### src/core/clk_cfg_pkg.sv
// package of constants and types for the dpll and apll configuration block
// ----------------------------------------------------------------------------
// Overview of operation
// - phase offset shifts dpll output by up to 200 ns in 6 ps steps; the 16-bit field stops at +/-32767 steps
// - offset enters via feedback path, output slews at a bandwidth-set rate
// - offset written in free-run or hold takes effect only once locking
// - while locked, measured frequency shows the integral path value
// - frequency measurement is referenced to master clock plus trim offset
// - measured phase field reports input to feedback difference, low-pass averaged
// - apparent frequency offset beyond hard limits marks the input invalid
// - wide tracking doubles lsb weight of limits, hold and measured frequency
// - wide tracking doubles bandwidths and scales damping by root two
// - selector 0xx locks each apll to crystal, oscillator, input one or two
// - pin select enable picks field or pin; pin high picks alternate selector
// - selector 1xx locks apll1 to dpll synth, apll2 to crystal
// - synth selector not 1111 gives presets, 1111 gives programmable 2 kHz grid
// - each apll runs only while its enable bit is one
// - high-speed divider divides vco by its value, 50 percent duty for even values only
// - feedback ratio is integer part plus remainder over denominator, scaled
// - after feedback writes, enable toggled 0 to 1 makes apll relock
// - in hold the dpll tracks nothing and uses hold frequency, zero is free-run
// ----------------------------------------------------------------------------
package clk_cfg_pkg;
   // ------------------------------------------------------------------
   // widths and timing
   // ------------------------------------------------------------------
   localparam int OFFSET_W     = 16;   // +/-200 ns / 6 ps is +/-33333, beyond 16 bits signed (+/-32767)
   localparam int MEASURED_FIELD_A_W       = 32;
   localparam int PHASE_W      = 10;
   localparam int SEL_W        = 3;
   localparam int DFS_W        = 4;
   localparam int HIGH_SPEED_DIVIDER_W      = 6;
   localparam int FBDIV_W      = 75;   // 9 integer bits plus up to 66 fraction bits
   localparam int FBREM_W      = 32;
   localparam int FBDEN_W      = 32;
   localparam int FBBP_W       = 7;
   localparam int SLEW_SHIFT   = 4;    // offset slew step = remainder >> (shift - bw / 4)
   localparam int PHASE_AVG_SH = 4;    // averaging shift for measured phase
   localparam int DIFF_W       = MEASURED_FIELD_A_W + 1;
   // ------------------------------------------------------------------
   // reset values and codes
   // ------------------------------------------------------------------
   localparam logic [FBBP_W-1:0]  FBBP_RESET   = 7'h2A;  // 42
   localparam logic [HIGH_SPEED_DIVIDER_W-1:0] HIGH_SPEED_DIVIDER_RESET  = 6'h06;
   localparam logic [DFS_W-1:0]   DFS_PROG     = 4'hF;
   localparam logic [SEL_W-1:0]   SEL_DPLL     = 3'h4;
   localparam logic [1:0]         SRC_XTAL     = 2'h0;
   localparam logic [1:0]         SRC_MCLK     = 2'h1;
   localparam logic [1:0]         SRC_IC1      = 2'h2;
   localparam logic [1:0]         SRC_IC2      = 2'h3;
   // apll1 input code: source in low bits, dpll synth when bit 2 set
   typedef enum logic [3:0] {
      DPLL_FREE   = 4'b0001,
      DPLL_HOLD   = 4'b0010,
      DPLL_ACQ    = 4'b0100,
      DPLL_LOCKED = 4'b1000
   } dpll_state_t;
endpackage

### src/core/hs_divider.sv
// high-speed divider with 50 percent duty for even values, high for ceil(n/2) of n counts for odd values
`timescale 1ns/1ps
module hs_divider #(
   parameter int W = 6
) (
   input  wire logic         i_sys_clk,
   input  wire logic         i_reset_n,
   input  wire logic         i_run,
   input  wire logic [W-1:0] i_div,
   output logic              o_clk_div
);
   typedef struct packed {
      logic [W-1:0] cnt;
      logic         rise_half;
      logic         fall_half;
   } st_t;
   st_t s_q, s_d;
   logic [W-1:0] half_hi;
   // ------------------------------------------------------------------
   // next state
   // ------------------------------------------------------------------
   // odd values: output is or of a rise-edge half and a delayed copy,
   // built here in one clock as high for ceil(n/2) counts per period
   always_comb begin
      s_d = s_q;
      half_hi = W'(({1'b0, i_div} + (W+1)'(1)) >> 1);
      if (!i_run || i_div < W'(2)) begin
         s_d.cnt = '0;
         s_d.rise_half = i_run && i_div == W'(1);
         s_d.fall_half = 1'b0;
      end else begin
         s_d.cnt = (s_q.cnt >= i_div - W'(1)) ? '0 : s_q.cnt + W'(1);
         s_d.rise_half = s_d.cnt < (i_div >> 1);
         s_d.fall_half = i_div[0] && s_d.cnt == (i_div >> 1);
      end
      if (half_hi == '0) s_d.fall_half = 1'b0;
   end
   always_ff @(posedge i_sys_clk) begin
      if (!i_reset_n) s_q <= '0;
      else s_q <= s_d;
   end
   // the fall_half slot stands in for the half-cycle extension an odd
   // divider needs; in silicon it is a negative-edge flop on the vco
   assign o_clk_div = s_q.rise_half | s_q.fall_half;
endmodule

### src/core/dpll_apll_measured_field_a_config.sv
// dpll phase, measurement and tracking controls plus apll source and divider config
`timescale 1ns/1ps
module dpll_apll_measured_field_a_config #(
   parameter int OFFSET_W = clk_cfg_pkg::OFFSET_W,
   parameter int MEASURED_FIELD_A_W   = clk_cfg_pkg::MEASURED_FIELD_A_W
) (
   input  wire logic                                i_sys_clk,
   input  wire logic                                i_reset_n,
   // dpll side
   input  wire logic signed [OFFSET_W-1:0]          i_phase_offset,
   input  wire logic [2:0]                          i_dpll_state_req,
   input  wire logic [3:0]                          i_locked_bandwidth,
   input  wire logic [3:0]                          i_acquire_bandwidth,
   input  wire logic [2:0]                          i_locked_damping,
   input  wire logic [2:0]                          i_acquire_damping,
   input  wire logic                                i_wide_tracking_enable,
   input  wire logic signed [MEASURED_FIELD_A_W-1:0]            i_integral_path,
   input  wire logic signed [MEASURED_FIELD_A_W-1:0]            i_master_clock_measured_field_a_trim,
   input  wire logic signed [MEASURED_FIELD_A_W-1:0]            i_hold_measured_field_a_value,
   input  wire logic [MEASURED_FIELD_A_W-1:0]                   i_hard_measured_field_a_limit,
   input  wire logic [MEASURED_FIELD_A_W-1:0]                   i_soft_measured_field_a_limit,
   input  wire logic [MEASURED_FIELD_A_W-1:0]                   i_input_measured_field_a_hard_limits,
   input  wire logic signed [MEASURED_FIELD_A_W-1:0]            i_input_measured_field_a_offset,
   input  wire logic signed [clk_cfg_pkg::PHASE_W-1:0] i_phase_diff,
   output logic signed [OFFSET_W-1:0]               o_applied_offset,
   output logic signed [MEASURED_FIELD_A_W:0]                   o_measured_field_a,
   output logic signed [clk_cfg_pkg::PHASE_W-1:0]   o_measured_phase,
   output logic signed [MEASURED_FIELD_A_W:0]                   o_nco_measured_field_a,
   output logic                                     o_input_invalid,
   output logic                                     o_hard_limit_hit,
   output logic                                     o_soft_limit_hit,
   output logic [4:0]                               o_eff_bandwidth,
   output logic [3:0]                               o_eff_damping_x2,
   output logic [3:0]                               o_dpll_state,
   // apll side
   input  wire logic                                i_ext_switch_pin,
   input  wire logic                                i_pin_select_enable,
   input  wire logic [clk_cfg_pkg::SEL_W-1:0]       i_apll_source_selector,
   input  wire logic [clk_cfg_pkg::SEL_W-1:0]       i_apll_alternate_selector,
   input  wire logic [1:0]                          i_apll_input_divider,
   input  wire logic [clk_cfg_pkg::DFS_W-1:0]       i_synth_measured_field_a_selector,
   input  wire logic [15:0]                         i_synth_prog_mult,
   input  wire logic [1:0]                          i_apll_enable_bit,
   input  wire logic [clk_cfg_pkg::HIGH_SPEED_DIVIDER_W-1:0]     i_high_speed_divider,
   input  wire logic [clk_cfg_pkg::FBDIV_W-1:0]     i_fb_integer_part,
   input  wire logic [clk_cfg_pkg::FBREM_W-1:0]     i_fb_remainder,
   input  wire logic [clk_cfg_pkg::FBDEN_W-1:0]     i_fb_denominator,
   input  wire logic [clk_cfg_pkg::FBBP_W-1:0]      i_fb_binary_point,
   output logic [2:0]                               o_apll1_source,
   output logic [2:0]                               o_apll2_source,
   output logic [1:0]                               o_apll_input_divider,
   output logic                                     o_synth_programmable,
   output logic [3:0]                               o_synth_preset,
   output logic [15:0]                              o_synth_mult_2khz,
   output logic [1:0]                               o_apll_run,
   output logic [1:0]                               o_apll_relock,
   output logic [clk_cfg_pkg::FBDIV_W-1:0]          o_fb_integer_active,
   output logic [clk_cfg_pkg::FBREM_W-1:0]          o_fb_remainder_active,
   output logic [clk_cfg_pkg::FBDEN_W-1:0]          o_fb_denominator_active,
   output logic [clk_cfg_pkg::FBBP_W-1:0]           o_fb_binary_point_active,
   output logic                                     o_hs_clk
);
   localparam int PW = clk_cfg_pkg::PHASE_W;
   localparam int DW = clk_cfg_pkg::DIFF_W;

   // ------------------------------------------------------------------
   // state
   // ------------------------------------------------------------------
   typedef struct packed {
      clk_cfg_pkg::dpll_state_t           state;
      logic signed [OFFSET_W-1:0]         applied;
      logic signed [OFFSET_W-1:0]         target;
      logic signed [DW-1:0]               meas;
      logic signed [PW+clk_cfg_pkg::PHASE_AVG_SH-1:0] phase_acc;
      logic signed [DW-1:0]               nco;
      logic                               invalid;
      logic                               hard_hit;
      logic                               soft_hit;
      logic [4:0]                         bw;
      logic [3:0]                         damp;
      logic                               sw_meta;
      logic                               sw_sync;
      logic [2:0]                         src1;
      logic [2:0]                         src2;
      logic [1:0]                         idiv;
      logic                               prog;
      logic [3:0]                         preset;
      logic [15:0]                        mult;
      logic [1:0]                         en_prev;
      logic [1:0]                         relock;
      logic [clk_cfg_pkg::FBDIV_W-1:0]    fb_int;
      logic [clk_cfg_pkg::FBREM_W-1:0]    fb_rem;
      logic [clk_cfg_pkg::FBDEN_W-1:0]    fb_den;
      logic [clk_cfg_pkg::FBBP_W-1:0]     fb_bp;
   } st_t;
   st_t s_q, s_d;

   // scale a frequency field by the tracking mode
   function automatic logic signed [DW-1:0] scale_f(input logic signed [MEASURED_FIELD_A_W-1:0] v, input logic wide);
      scale_f = wide ? {v, 1'b0} : {v[MEASURED_FIELD_A_W-1], v};
   endfunction

   function automatic logic signed [DW-1:0] mag(input logic signed [DW-1:0] v);
      mag = v[DW-1] ? -v : v;
   endfunction

   logic signed [DW-1:0] meas_scaled;
   logic signed [DW-1:0] ref_corr;
   logic signed [DW-1:0] hard_s;
   logic signed [DW-1:0] soft_s;
   logic signed [DW-1:0] in_lim_s;
   logic signed [OFFSET_W-1:0] step;
   logic signed [OFFSET_W-1:0] gap;
   logic [2:0] sel;
   logic locking;
   logic [3:0] bw_raw;
   logic [2:0] damp_raw;

   // ------------------------------------------------------------------
   // next state
   // ------------------------------------------------------------------
   always_comb begin
      s_d = s_q;
      // state follows the sequencer request
      case (i_dpll_state_req)
         3'h0: s_d.state = clk_cfg_pkg::DPLL_FREE;
         3'h1: s_d.state = clk_cfg_pkg::DPLL_HOLD;
         3'h2: s_d.state = clk_cfg_pkg::DPLL_ACQ;
         3'h3: s_d.state = clk_cfg_pkg::DPLL_LOCKED;
         default: s_d.state = clk_cfg_pkg::DPLL_FREE;
      endcase
      locking = s_q.state == clk_cfg_pkg::DPLL_ACQ || s_q.state == clk_cfg_pkg::DPLL_LOCKED;

      // effective bandwidth and damping, doubled / root-two in wide mode
      bw_raw   = (s_q.state == clk_cfg_pkg::DPLL_LOCKED) ? i_locked_bandwidth : i_acquire_bandwidth;
      damp_raw = (s_q.state == clk_cfg_pkg::DPLL_LOCKED) ? i_locked_damping : i_acquire_damping;
      s_d.bw   = i_wide_tracking_enable ? {bw_raw, 1'b0} : {1'b0, bw_raw};
      // damping code in half-octave steps: +1 step is a factor of root two
      s_d.damp = {1'b0, damp_raw} + {3'h0, i_wide_tracking_enable};

      // offset only latched as target while locking; slews in gradually
      if (locking) s_d.target = i_phase_offset;
      gap  = s_q.target - s_q.applied;
      step = gap >>> (clk_cfg_pkg::SLEW_SHIFT - int'(s_d.bw[4:2]));
      if (step == '0 && gap != '0) step = gap[OFFSET_W-1] ? -OFFSET_W'(1) : OFFSET_W'(1);
      if (locking) s_d.applied = s_q.applied + step;

      // measured frequency vs corrected master reference
      ref_corr    = scale_f(i_master_clock_measured_field_a_trim, i_wide_tracking_enable);
      meas_scaled = scale_f(i_integral_path, i_wide_tracking_enable);
      if (s_q.state == clk_cfg_pkg::DPLL_LOCKED) s_d.meas = meas_scaled + ref_corr;

      // nco word: hold frequency in hold, zero is free-run
      case (s_q.state)
         clk_cfg_pkg::DPLL_HOLD: s_d.nco = scale_f(i_hold_measured_field_a_value, i_wide_tracking_enable);
         clk_cfg_pkg::DPLL_FREE: s_d.nco = '0;
         default:                s_d.nco = meas_scaled;
      endcase

      // limits scaled with the lsb weight
      hard_s     = scale_f(i_hard_measured_field_a_limit, i_wide_tracking_enable);
      soft_s     = scale_f(i_soft_measured_field_a_limit, i_wide_tracking_enable);
      in_lim_s   = scale_f(i_input_measured_field_a_hard_limits, i_wide_tracking_enable);
      s_d.hard_hit = locking && mag(meas_scaled) >= hard_s;
      s_d.soft_hit = locking && mag(meas_scaled) > soft_s;
      s_d.invalid  = mag(scale_f(i_input_measured_field_a_offset, i_wide_tracking_enable)) > in_lim_s;

      // phase averaging: one-pole filter approximating the 100 Hz corner
      s_d.phase_acc = s_q.phase_acc + (PW+clk_cfg_pkg::PHASE_AVG_SH)'(i_phase_diff)
                    - (s_q.phase_acc >>> clk_cfg_pkg::PHASE_AVG_SH);

      // synchronised switch pin picks primary or alternate selector
      s_d.sw_meta = i_ext_switch_pin;
      s_d.sw_sync = s_q.sw_meta;
      sel = (i_pin_select_enable && s_q.sw_sync) ? i_apll_alternate_selector
                                                 : i_apll_source_selector;
      if (sel[2]) begin
         s_d.src1 = clk_cfg_pkg::SEL_DPLL;
         s_d.src2 = {1'b0, clk_cfg_pkg::SRC_XTAL};
      end else begin
         s_d.src1 = {1'b0, sel[1:0]};
         s_d.src2 = {1'b0, sel[1:0]};
      end
      s_d.idiv   = i_apll_input_divider;
      s_d.prog   = i_synth_measured_field_a_selector == clk_cfg_pkg::DFS_PROG;
      s_d.preset = s_d.prog ? 4'h0 : i_synth_measured_field_a_selector;
      s_d.mult   = s_d.prog ? i_synth_prog_mult : 16'h0000;

      // feedback fields captured on enable rise, relock pulse per apll
      s_d.en_prev = i_apll_enable_bit;
      s_d.relock  = i_apll_enable_bit & ~s_q.en_prev;
      if (|(i_apll_enable_bit & ~s_q.en_prev)) begin
         s_d.fb_int = i_fb_integer_part;
         s_d.fb_rem = i_fb_remainder;
         s_d.fb_den = i_fb_denominator;
         s_d.fb_bp  = i_fb_binary_point;
      end
   end

   // ------------------------------------------------------------------
   // registers
   // ------------------------------------------------------------------
   always_ff @(posedge i_sys_clk) begin
      if (!i_reset_n) begin
         s_q       <= '0;
         s_q.state <= clk_cfg_pkg::DPLL_FREE;
         s_q.fb_bp <= clk_cfg_pkg::FBBP_RESET;
      end else begin
         s_q <= s_d;
      end
   end

   // ------------------------------------------------------------------
   // outputs
   // ------------------------------------------------------------------
   assign o_applied_offset         = s_q.applied;
   assign o_measured_field_a       = s_q.meas;
   assign o_measured_phase         = s_q.phase_acc[PW+clk_cfg_pkg::PHASE_AVG_SH-1:clk_cfg_pkg::PHASE_AVG_SH];
   assign o_nco_measured_field_a               = s_q.nco;
   assign o_input_invalid          = s_q.invalid;
   assign o_hard_limit_hit         = s_q.hard_hit;
   assign o_soft_limit_hit         = s_q.soft_hit;
   assign o_eff_bandwidth          = s_q.bw;
   assign o_eff_damping_x2         = s_q.damp;
   assign o_dpll_state             = s_q.state;
   assign o_apll1_source           = s_q.src1;
   assign o_apll2_source           = s_q.src2;
   assign o_apll_input_divider     = s_q.idiv;
   assign o_synth_programmable     = s_q.prog;
   assign o_synth_preset           = s_q.preset;
   assign o_synth_mult_2khz        = s_q.mult;
   assign o_apll_run               = s_q.en_prev;
   assign o_apll_relock            = s_q.relock;
   assign o_fb_integer_active      = s_q.fb_int;
   assign o_fb_remainder_active    = s_q.fb_rem;
   assign o_fb_denominator_active  = s_q.fb_den;
   assign o_fb_binary_point_active = s_q.fb_bp;

   // high-speed divider model on apll1
   hs_divider #(.W(clk_cfg_pkg::HIGH_SPEED_DIVIDER_W)) u_high_speed_divider (
      .i_sys_clk (i_sys_clk),
      .i_reset_n (i_reset_n),
      .i_run     (s_q.en_prev[0]),
      .i_div     (i_high_speed_divider),
      .o_clk_div (o_hs_clk)
   );
endmodule

### config.mk
export PLATFORM = sky130hd
export DESIGN_NAME = dpll_apll_measured_field_a_config
export DESIGN_NICKNAME = d
export VERILOG_FILES = /design/src/core/clk_cfg_pkg.sv /design/src/core/hs_divider.sv /design/src/core/dpll_apll_measured_field_a_config.sv
export SDC_FILE = /design/constraint.sdc
export NUM_CORES = 1
export LEC_CHECK = 0
export BUFFER_PORTS_ARGS = -buffer_cell sky130_fd_sc_hd__buf_2
export CAP_MARGIN = 0
export CORE_AREA = 2 2 290 292
export CTS_CLUSTER_DIAMETER = 120
export DETAILED_ROUTE_END_ITERATION = 10
export DIE_AREA = 0 0 292 294
export GPL_TIMING_DRIVEN = 0
export SYNTH_ARGS = -nofsm -noshare
export SYNTH_HDL_FRONTEND = slang
export SYNTH_SLANG_ARGS = --single-unit
export TNS_END_PERCENT = 100
### constraint.sdc
create_clock -name i_sys_clk -period 8.94 [get_ports i_sys_clk]
set_input_delay 1.788 -clock i_sys_clk [delete_from_list [all_inputs] [get_ports i_sys_clk]]
set_output_delay 1.788 -clock i_sys_clk [all_outputs]
set_load 0.02 [all_outputs]
# Word-level counts from Yosys, hierarchy flattened
# Cells that the tools add are included.
[word_totals]
ff_bits = 315
input_bits = 454
out_inout_bits = 288
[op_classes]
add_sub_neg = 12
n_lt_le_gt_ge = 6
eq_ne = 10
shift = 1
muxes = 20
bitwise_logic = 4
reduce_logical = 19
[op_table]
columns = ["op", "count"]
rows = [
  ["$mux W32", 7],
  ["$gt A33 B33 Y1", 2],
  ["$mux W33", 2],
  ["$neg A33 Y33", 2],
  ["$pmux W33 S2", 1],
  ["$add A33 B33 Y33", 1],
  ["$ge A33 B33 Y1", 1],
  ["$mux W16", 2],
  ["$sshr A16 B32 Y16", 1],
  ["$add A16 B16 Y16", 1],
  ["$logic_not A16 Y1", 1],
  ["$reduce_bool A16 Y1", 1],
  ["$sub A16 B16 Y16", 1],
  ["$add A14 B10 Y14", 1],
  ["$sub A14 B10 Y14", 1],
  ["$mux W6", 2],
  ["$pmux W4 S3", 1],
  ["$reduce_or A2 Y1", 5],
  ["$eq A4 B4 Y1 const B", 2],
  ["$add A6 B1 Y7 const B", 1],
  ["$add A6 B1 Y6 const B", 1],
  ["$eq A3 B2 Y1 const B", 2],
  ["$eq A6 B1 Y1 const B", 1],
  ["$eq A6 B5 Y1", 1],
  ["24 further kinds", 31],
]

# Depth between registers and ports, before layout
# Gate-level depths: netlist of the first run.
[depth]
ltp_word = 9
mapped_depth = 30

# Modules after synthesis
# Synthesis of the first run repeated with hierarchy kept, for this count alone.
[hier_totals]
cells_unflattened = 3169
area_unflattened_um2 = 24707.4
[by_module_without_submodules]
columns = ["mod", "instances", "cells_each", "area_per_inst_um2", "seq_area_each_um2"]
rows = [
  ["dpll_apll_measured_field_a_config", 1, 3082, 23975.5, 6125.9],
  ["hs_divider", 1, 87, 732.0, 160.2],
]

# Worst setup path after synthesis of the first run
# Ideal clock, no wire load.
[synth_path]
path_kind = "input -> register"
from = "input i_wide_tracking_enable"
to = "register s_q (netlist bit o_applied_offset[13])"
setup_time_ns = 0.121
t_arrival_ns = 7.655
setup_slack_ns = 1.163
cell_stages = 28
n_path_buf = 8
path_cell_list = "buf_2 buf_2 buf_1 clkbuf_1 buf_2 buf_2 buf_2 nand2_1 nand2_1 ha_1 clkbuf_1 inv_1 mux4_2 o21a_1 a21oi_1 a2111o_1 o31ai_2 ha_1 a21o_1 a21oi_1 nor2b_1 o21a_1 o41ai_1 o21ai_0 o21a_1 a21oi_1 xor2_1 o21ai_0"
[synth_via]
elab_chain_cells = 7
[synth_rtl]
columns = ["element", "line_no", "source"]
rows = [
  ["start: declaration", "dpll_apll_measured_field_a_config.sv:16", "input wire logic i_wide_tracking_enable,"],
  ["$mux W5 (*)", "dpll_apll_measured_field_a_config.sv:137", "s_d.bw = i_wide_tracking_enable ? {bw_raw, 1'b0} : {1'b0, bw_raw};"],
  ["$sub A3 B3 Y4 (*)", "dpll_apll_measured_field_a_config.sv:144", "step = gap >>> (clk_cfg_pkg::SLEW_SHIFT - int'(s_d.bw[4:2]));"],
  ["$sshr A16 B32 Y16 (*)", "dpll_apll_measured_field_a_config.sv:144", ""],
  ["$logic_not A16 Y1", "dpll_apll_measured_field_a_config.sv:145", "if (step == '0 && gap != '0) step = gap[OFFSET_W-1] ? -OFFSET_W'(1) : OFFSET_W'(1);"],
  ["$logic_and A1 B1 Y1", "dpll_apll_measured_field_a_config.sv:145", ""],
  ["$mux W16 (*)", "dpll_apll_measured_field_a_config.sv:145", ""],
  ["$add A16 B16 Y16 (*)", "dpll_apll_measured_field_a_config.sv:146", "if (locking) s_d.applied = s_q.applied + step;"],
  ["end: declaration", "dpll_apll_measured_field_a_config.sv:96", "st_t s_q, s_d;"],
]
# Mark *: on every way between the ends. The rest lies on a longest branch, timed or not.
# A chain may end at the register's enable or synchronous reset.

# Final worst setup path of the first run
[layout_path]
from = "input i_wide_tracking_enable"
to = "register s_q (netlist bit o_applied_offset[14])"
# Same word-level chain as after synthesis.

==> run summary, run 1 <==
The synthesized netlist occupies a cell area of 24,400 um2. The worst reg-to-reg setup slack is 1770 ps. The net count of the finished layout is 4,566. The final critical path time including I/O delays and setup came out at approximately 8600 ps. The area share of the largest cell type after synthesis came out at between 20% and 30%. The fraction of the mapped netlist area in compound gates is 17.6%.

The die outline height is 294 um. Registers take 6290 um2. The clock root buffer is clkbuf_16.

The TritonCTS clock tree is built. The setup TNS is 0 ps. After clock tree synthesis, the clock-pin slew on the worst setup and hold paths is 50 ps. The global-route usage over all layers is 23.0%. In this run the critical register-to-register path is launched from o_dpll_state[3]. The tightest min-delay check is of the reg2reg type. The capture instance of the worst register-to-register path is o_applied_offset[14]. Data arrives at the worst endpoint at 9000 ps. The via count of the first global-routing pass came to approximately 24,000.

Across the run, the number of max-cap violations was 0. The startpoint type of the worst setup path is a primary input. In this run the horizontal extent of the chip is 292 um. The synthesized design contains around 310 register bits. The number of buffer and inverter instances along the worst setup path is 8. The sequential element share of the synthesized area is roughly a quarter. The floorplan step defined a die boundary enclosing 85,800 um2. For this run, the top clock speed supported by timing is 117 MHz. The aggregate global routing overflow is 0. The kind of cell with the highest combined delay along the critical path is buffers and inverters.

Yosys attributes the largest share of cell area to dfxtp_1, ha_1, buf_4, nand2_1, mux2i_1. After the first detailed-routing iteration, the DRC count stood at 1,374. The critical path ends at o_applied_offset[14]. The post-synthesis instance total is 3,124. The layout cell share with drive strength beyond 1 came out at 30.0%. The total power is 5420 uW. Setup slack on the critical path of the routed design comes to 377 ps.

The core region is 82,900 um2. The clock tree synthesis step divided the H-tree into 2 levels. The clock reaches the later pin of the worst-skew pair after 590 ps. The number of detailed-routing iterations run before antenna repair is 6.

The final layout contains routed wiring with a total length of 104,000 um. The critical path runs through a total of 28 cells. Of all nets on the critical path, the largest fanout is 28. The deepest clock path buffer count came out at 3. The total clock buffers created by CTS is 43. The number of cells on the worst reg-to-reg path came out at 26.

The number of flops mapped to enable cells by yosys is 0. Entering global routing, the biggest net connects 29 pins. The number of buffers added on ports came out at between 700 and 800. The main flop type after synthesis is dfxtp_1.

The post-synthesis adder-cell area fraction came out at approximately 11%. The per-cell via count in the routed design came out at 4.92. The power density over the cells came out at between 150 and 200 nW/um2. For the pin with the worst max-slew slack, the measured transition is 1350 ps. The global-route wire length before repair came out at 149,000 um.

The final-report hold violation count is 0. The global placer's final weighted congestion is around 0.95. The worst setup path is captured at a flop. The largest individual stage delay along the critical path comes from the cell mux4_2. The I/O pin count came out at 742.

The per-instance average area after synthesis came out at 7.81 um2. The setup-violating endpoint count in the final report came out at 0. The clock skew after layout is 17.1 ps. The required time of the critical path came out at 9380 ps. After synthesis, the largest family of logic cells by area is simple AND/OR/NAND/NOR gates. The synthesized design spends more area on one cell type than any other, namely dfxtp_1.

The number of antenna violations at the first check in global routing is 47. The detail route stage leaves a number of antenna-violating nets equal to 0. The area occupied by multi-input gates is 14,800 um2. Summing the areas of all and, or, nand and nor instances in the mapped netlist gives 18.9% of the synthesized area. The multiplexer area fraction after synthesis is a little under a tenth. The remaining max-slew budget at the tightest pin came out at under 10%. The total number of yosys warnings is 0. The origin of the worst setup path is i_wide_tracking_enable. The net count after synthesis came out at 3,791.

The run finished with clean final reports. The worst hold path begins at s_d[179]. The number of buffers inserted by post-CTS setup repair is 0. The total half-perimeter wirelength after legalization and detailed placement came out at 86,000 um.

The XOR/XNOR share of the synthesized area is 3.73%. The number of remaining DRC errors is 0. The static leakage came out at 0.0152 uW. The pre-CTS setup slack came out at -1720 ps. The unique cell type count in the Yosys netlist is 81. The floorplan has 106 rows. The fill cell instance count of the final layout came out at 8,857. The wire length per cell after detailed routing is 20.6 um. The proportion of register bits with asynchronous set or reset after synthesis is 0%. The critical path is of the in2reg type. The final period utilization came out at 95.8%. VDD sags by at most 0.127 mV.

The max-slew violation count was 0. The clock sink count is roughly 310. The layout-stage area growth over the synthesis result came out at 27.1%.

The delay contributed by the slowest stage of the critical path is between 500 and 600 ps. The via count came out at 24,800. The starting density of the core came out at 29.4%. Setup repair after global routing left no endpoint under its margin.
[logic make-up after synthesis]
| logic type | Yosys count |
|---|---|
| AND/OR/NAND/NOR | 1010 |
| AO/OA/AOI/OAI | 685 |
| buffers and inverters | 585 |
| flip-flops | 314 |
| adder cells (fa/ha/maj) | 213 |
| multiplexers | 212 |
| XOR/XNOR | 104 |
| other | 1 |
[per-stage QoR]
step                      cells  utilization [%]  hold WS (ps)  instance area [um2]
after CTS                  5007             37.3           442                30900
final                      5037             37.4           441                31000
after floorplan            3124                -           412                24400
after global placement     4936             35.5           419                29400
after detailed placement   4936             35.5           427                29400
after global routing       5031             37.4           460                31000
[area by class of cell]
type	count	share of cell area (%)
diodes	30	0.242
clock buffers	58	3.91
multi-input cells	2225	47.9
repair buffers	732	11.8
inverters	147	1.78
clock inverters	15	0.940
flip-flops and latches	314	20.3
well taps	1080	4.36
plain buffers	436	8.83
[cell usage in the layout, fill, tap and decap left out, types with 31 or more instances in the layout]
cell type,synthesis,layout
a21oi_1,287,287
o211ai_1,31,31
clkbuf_16,0,43
buf_4,283,283
ha_1,197,197
nand4_1,33,33
dfxtp_1,314,314
mux2_2,47,47
clkbuf_1,120,125
xnor2_1,73,73
nand3_1,73,73
buf_2,18,748
mux2i_1,163,163
nor2b_1,41,41
o21ai_0,102,102
nor3_1,40,40
a21o_1,47,47
nand2_1,506,506
and2_1,33,33
inv_1,145,145
nor2_1,154,154
[worst register-to-register path: cells and delay by family, from the launching register on]
family | cells | cell delay, ps
simple gates | 2 | 440
mux | 3 | 1350
flops | 1 | 590
compound gates | 13 | 2500
fa+ha+maj | 3 | 900
buf+inv | 5 | 1240
[timing repair]
item / CTS / global route
hold buffers: 0 / 0
endpoints found under the setup margin: 11 / 7
resized for setup: 1 / 6
gates cloned: 0 / 0
[routing by layer]
metal	global-route usage (%)	up-vias	routed length, um
li1	-	12200	-
met1	27.8	11400	42900
met2	38.8	964	48500
met3	5.86	210	8130
met4	9.79	32	4000
met5	0	-	199
[state kept, by name, summed over array words and instances (netlist names), 4 cells and up]
name                      flops
o_fb_integer_active          75
o_measured_field_a           33
o_nco_measured_field_a       33
o_fb_denominator_active      32
o_fb_remainder_active        32
s_q                          21
o_applied_offset             16
o_synth_mult_2khz            16
o_measured_phase             10
u_high_speed_divider.s_q      8
o_fb_binary_point_active      7
o_eff_bandwidth               5
o_dpll_state                  4
o_eff_damping_x2              4
o_synth_preset                4
[power breakdown]
part / internal, uW / total (uW) / switching (uW)
clock: 1130 / 1860 / 732
sequential: 1500 / 1560 / 61.1
combinational: 854 / 2000 / 1140
total: 3480 / 5420 / 1940
[Yosys cell counts (all sizes together) (5+ instances only)]
cell,n
buf,318
nand2b,25
nand3,73
o221ai,11
a31oi,18
or3,29
o41ai,6
or2,12
ha,197
nand2,506
inv,146
o21ai,102
nor2,155
a21oi,287
nand4b,8
mux2i,164
nor3,40
o22a,29
nor4,11
xnor2,73
nand4,33
o21a,26
nor4b,5
o22ai,13
nand3b,7
and3,20
a21o,47
xor2,31
o31ai,16
fa,16
dfxtp,314
a2111oi,5
a211oi,20
nor2b,41
a311oi,6
o211ai,31
mux2,47
a211o,9
o21bai,7
o311ai,5
a21boi,6
clkbuf,120
and2,33
[worst min-delay path by stage]
stage,end,slack [ps],cells past startpoint
finish,s_q[179],440,1
floorplan,s_q[179],410,1
global placement,s_q[179],420,1
global route,o_fb_integer_active[74],460,2
CTS,s_q[179],440,1
detailed placement,s_q[179],430,1
No activity file was read; power rests on OpenSTA's default activity.
==> inputs of run 2 (changes only) <==
--- a/config.mk
+++ b/config.mk
@@ -7,10 +7,9 @@
 export LEC_CHECK = 0
 export BUFFER_PORTS_ARGS = -buffer_cell sky130_fd_sc_hd__buf_2
 export CAP_MARGIN = 0
-export CORE_AREA = 2 2 290 292
+export CORE_UTILIZATION = 30
 export CTS_CLUSTER_DIAMETER = 120
 export DETAILED_ROUTE_END_ITERATION = 10
-export DIE_AREA = 0 0 292 294
 export GPL_TIMING_DRIVEN = 0
 export SYNTH_ARGS = -nofsm -noshare
 export SYNTH_HDL_FRONTEND = slang
==> run summary, run 2 (synthesis results as in run 1) <==
The floorplan die area came out at 82,500 um2 (was 85,800 um2). The fraction of power spent switching nets came to 36.0% (was 35.7%). The max-slew violation count is 0 (unchanged). The worst reg-to-reg setup slack came out at 2100 ps (was 1770 ps). The die outline height came out at 287 um (was 294 um).

The internal power component is 3430 uW (was 3480 uW). The TritonCTS clock tree is built (unchanged). The clock insertion delay at the later pin of the skew report came out at 590 ps (about the same). The clock-pin slew on the worst setup and hold paths is 60 ps (was 50 ps).

The global placer's final weighted congestion is 0.930 (was 0.949). The cell family with the largest share of critical-path delay is buffers and inverters (unchanged). The global-route wire length before repair is 147,000 um (was 149,000 um). The cell that appears most often on the critical path is a21o_1.

The global-route usage over all layers was 23.6% (was 23.0%). The final period utilization came out at 95.3% (was 95.8%). The kind of critical path is in2reg (unchanged).

The number of flip-flops under the largest register name is 75 (unchanged). The floorplan core area is 80,500 um2 (was 82,900 um2). The via count of the first global-routing pass came out at 23,600 (was 23,800). The aggregate global routing overflow is 0 (unchanged). The number of antenna violations at the first check in global routing was 37 (was 47). The total number of H-tree levels came out at 2 (unchanged). The I/O pin count is 742 (unchanged).

The startpoint type of the worst setup path is a primary input (unchanged). The total half-perimeter wirelength after legalization and detailed placement is 83,700 um (was 86,000 um). The clock group share of total power is 33.5% (was 34.4%). The initial DRC count came out at 1,571 (was 1,374). The total clock buffers created by CTS is 41 (was 43). The most common library cell in the layout ignoring fill and taps was buf_2 (unchanged). The pin count of the biggest net entering global routing came out at 20 (was 29). The final-report hold violation count came out at 0 (unchanged). The worst hold slack was 437 ps (was 441 ps). The final critical path time including I/O delays and setup is 8520 ps (was 8560 ps). The number of nets still failing antenna checks after routing came out at 0 (unchanged). Setup repair after global routing missed its margin: false (unchanged). Result of the run: finished clean (unchanged). The number of cells on the worst hold path is 1 (unchanged). The number of detailed-routing iterations run before antenna repair came out at 6 (unchanged).

The switching component of the power came to 1930 uW (was 1940 uW). The classification of the worst-slack hold path is reg2reg (unchanged). The portion of total power attributed to combinational logic was 37.4% (was 36.9%). The final wirelength was 102,000 um (was 104,000 um).

The horizontal die dimension came out at 287 um (was 292 um). The count of non-filler cells in the finished layout is 5,007 (was 5,037). The remaining max-slew budget at the tightest pin was 15.7% (was 9.17%).

The path length in cells of the critical path came to 28 (unchanged). The layout cell share with drive strength beyond 1 is 30.1% (was 30.0%). The required time of the critical path came out at 9370 ps (was 9380 ps). The nature of the critical path endpoint was a flop (unchanged). The starting density of the core came out at 30.3% (was 29.4%). The maximum net fanout on the critical path is 19 (was 28). The layout-stage area growth over the synthesis result came to 26.6% (was 27.1%). The per-cell via count in the routed design came out at 4.97 (was 4.92). The clock sink count is 314 (unchanged). The number of max-cap violations is 0 (unchanged). The number of remaining DRC errors came out at 0 (unchanged).

The number of buffer and inverter instances along the worst setup path is 8 (unchanged). The hold buffer count at CTS is 0 (unchanged). The sequential group share of total power came to 29.1% (was 28.8%).

The arrival time at the worst endpoint came out at 8950 ps (was 9000 ps). The setup-violating endpoint count in the final report is 0 (unchanged). The static leakage is 0.0152 uW (about the same). The delay contributed by the slowest stage of the critical path came out at 580 ps (about the same). The pin slew with the least headroom to its limit came out at 1270 ps (was 1350 ps). The power density over the cells was 173 nW/um2 (was 175 nW/um2). The clock skew after layout came to 28.8 ps (was 17.1 ps). The final core area utilization came out at 38.4% (was 37.4%). Highest-count cells in the layout ignoring fill and taps: buf_2, nand2_1, dfxtp_1, a21oi_1, buf_4 (unchanged).

The final net count is 4,564 (was 4,566). The maximum frequency from static timing analysis came to 117 MHz (about the same). The clock root buffer was clkbuf_16 (unchanged). The deepest clock path buffer count is 3 (unchanged).

The number of buffers inserted by post-CTS setup repair came out at 0 (unchanged). The number of buffers added on ports came out at 732 (unchanged). The wire length per cell after detailed routing is 20.3 um (was 20.6 um).

The worst IR drop on VDD came out at 0.121 mV (was 0.127 mV). The via count came out at 24,900 (was 24,800). The number of placement rows is 104 (was 106).

The instance count after placement with tap cells included is 4,916 (was 4,936). The number of cells on the worst reg-to-reg path came out at 26 (unchanged). The slowest cell on the critical path is mux4_2 (unchanged).
-- run 2: path summary, 6_finish.rpt --
kind                          start                    to
max          i_wide_tracking_enable  o_applied_offset[14]
min                        s_d[179]              s_q[179]
max reg2reg         o_dpll_state[3]  o_applied_offset[14]
min reg2reg                s_d[179]              s_q[179]
-- run 2: metrics by stage --
step           total power [uW]  setup slack, ps  TNS, ps  area, um2
3_3_place_gp               3560            -1830   -22110      29400
3_5_place_dp               3570            -1820   -22640      29400
2_1_floorplan              2970             1160        0      24400
4_1_cts                    5400             43.6        0      30800
5_1_grt                    5680             54.4        0      30900
6_report                   5350              424        0      30900
-- run 2: layer usage --
| metal | share of wire, % | up-vias | GRT usage (%) | wire length [um] |
|---|---|---|---|---|
| li1 | - | 12200 | - | - |
| met2 | 47 | 923 | 39.8 | 48000 |
| met1 | 42 | 11600 | 28.9 | 42400 |
| met4 | 3.6 | 28 | 8.84 | 3660 |
| met3 | 7.3 | 189 | 5.38 | 7440 |
| met5 | 0.18 | - | 0 | 178 |
-- run 2: cell type report --
class	instances	area [um2]
diodes	18	45.0
plain buffers	436	2740
clock buffers	59	1180
clock inverters	16	267
fillers	8622	49600
inverters	147	552
multi-input cells	2225	14800
flip-flops and latches	314	6290
well taps	1060	1330
repair buffers	732	3660
-- run 2: power groups by stage --
stage / clock [uW] / combinational [uW] / sequential [uW]
floorplan: 0 / 1410 / 1570
global placement: 0 / 1970 / 1590
detailed placement: 0 / 1980 / 1590
CTS: 1850 / 2000 / 1560
global route: 1900 / 2220 / 1570
finish: 1790 / 2000 / 1560
-- run 2: timing repair --
item	in CTS	in global routing
hold endpoints to repair	0	0
setup endpoints to repair	14	5
gates resized for setup	4	6
cloned	0	0
-- run 2: worst reg2reg max path, stage by stage, from the launching register on --
cell	delay, ps
dfxtp_1	470
nor4b_4	330
buf_6	260
mux2i_1	390
mux2i_4	240
inv_2	190
buf_2	290
ha_1	280
clkbuf_1	220
inv_1	260
mux4_2	580
o21a_1	190
a21oi_1	300
a2111o_1	190
o31ai_2	80
ha_1	230
fa_1	410
a21o_1	170
a21o_1	190
a21o_1	190
a21o_1	190
a21oi_1	210
o21ai_0	150
o21ai_0	320
o21ai_0	200
nand2_1	100
o221ai_1	100
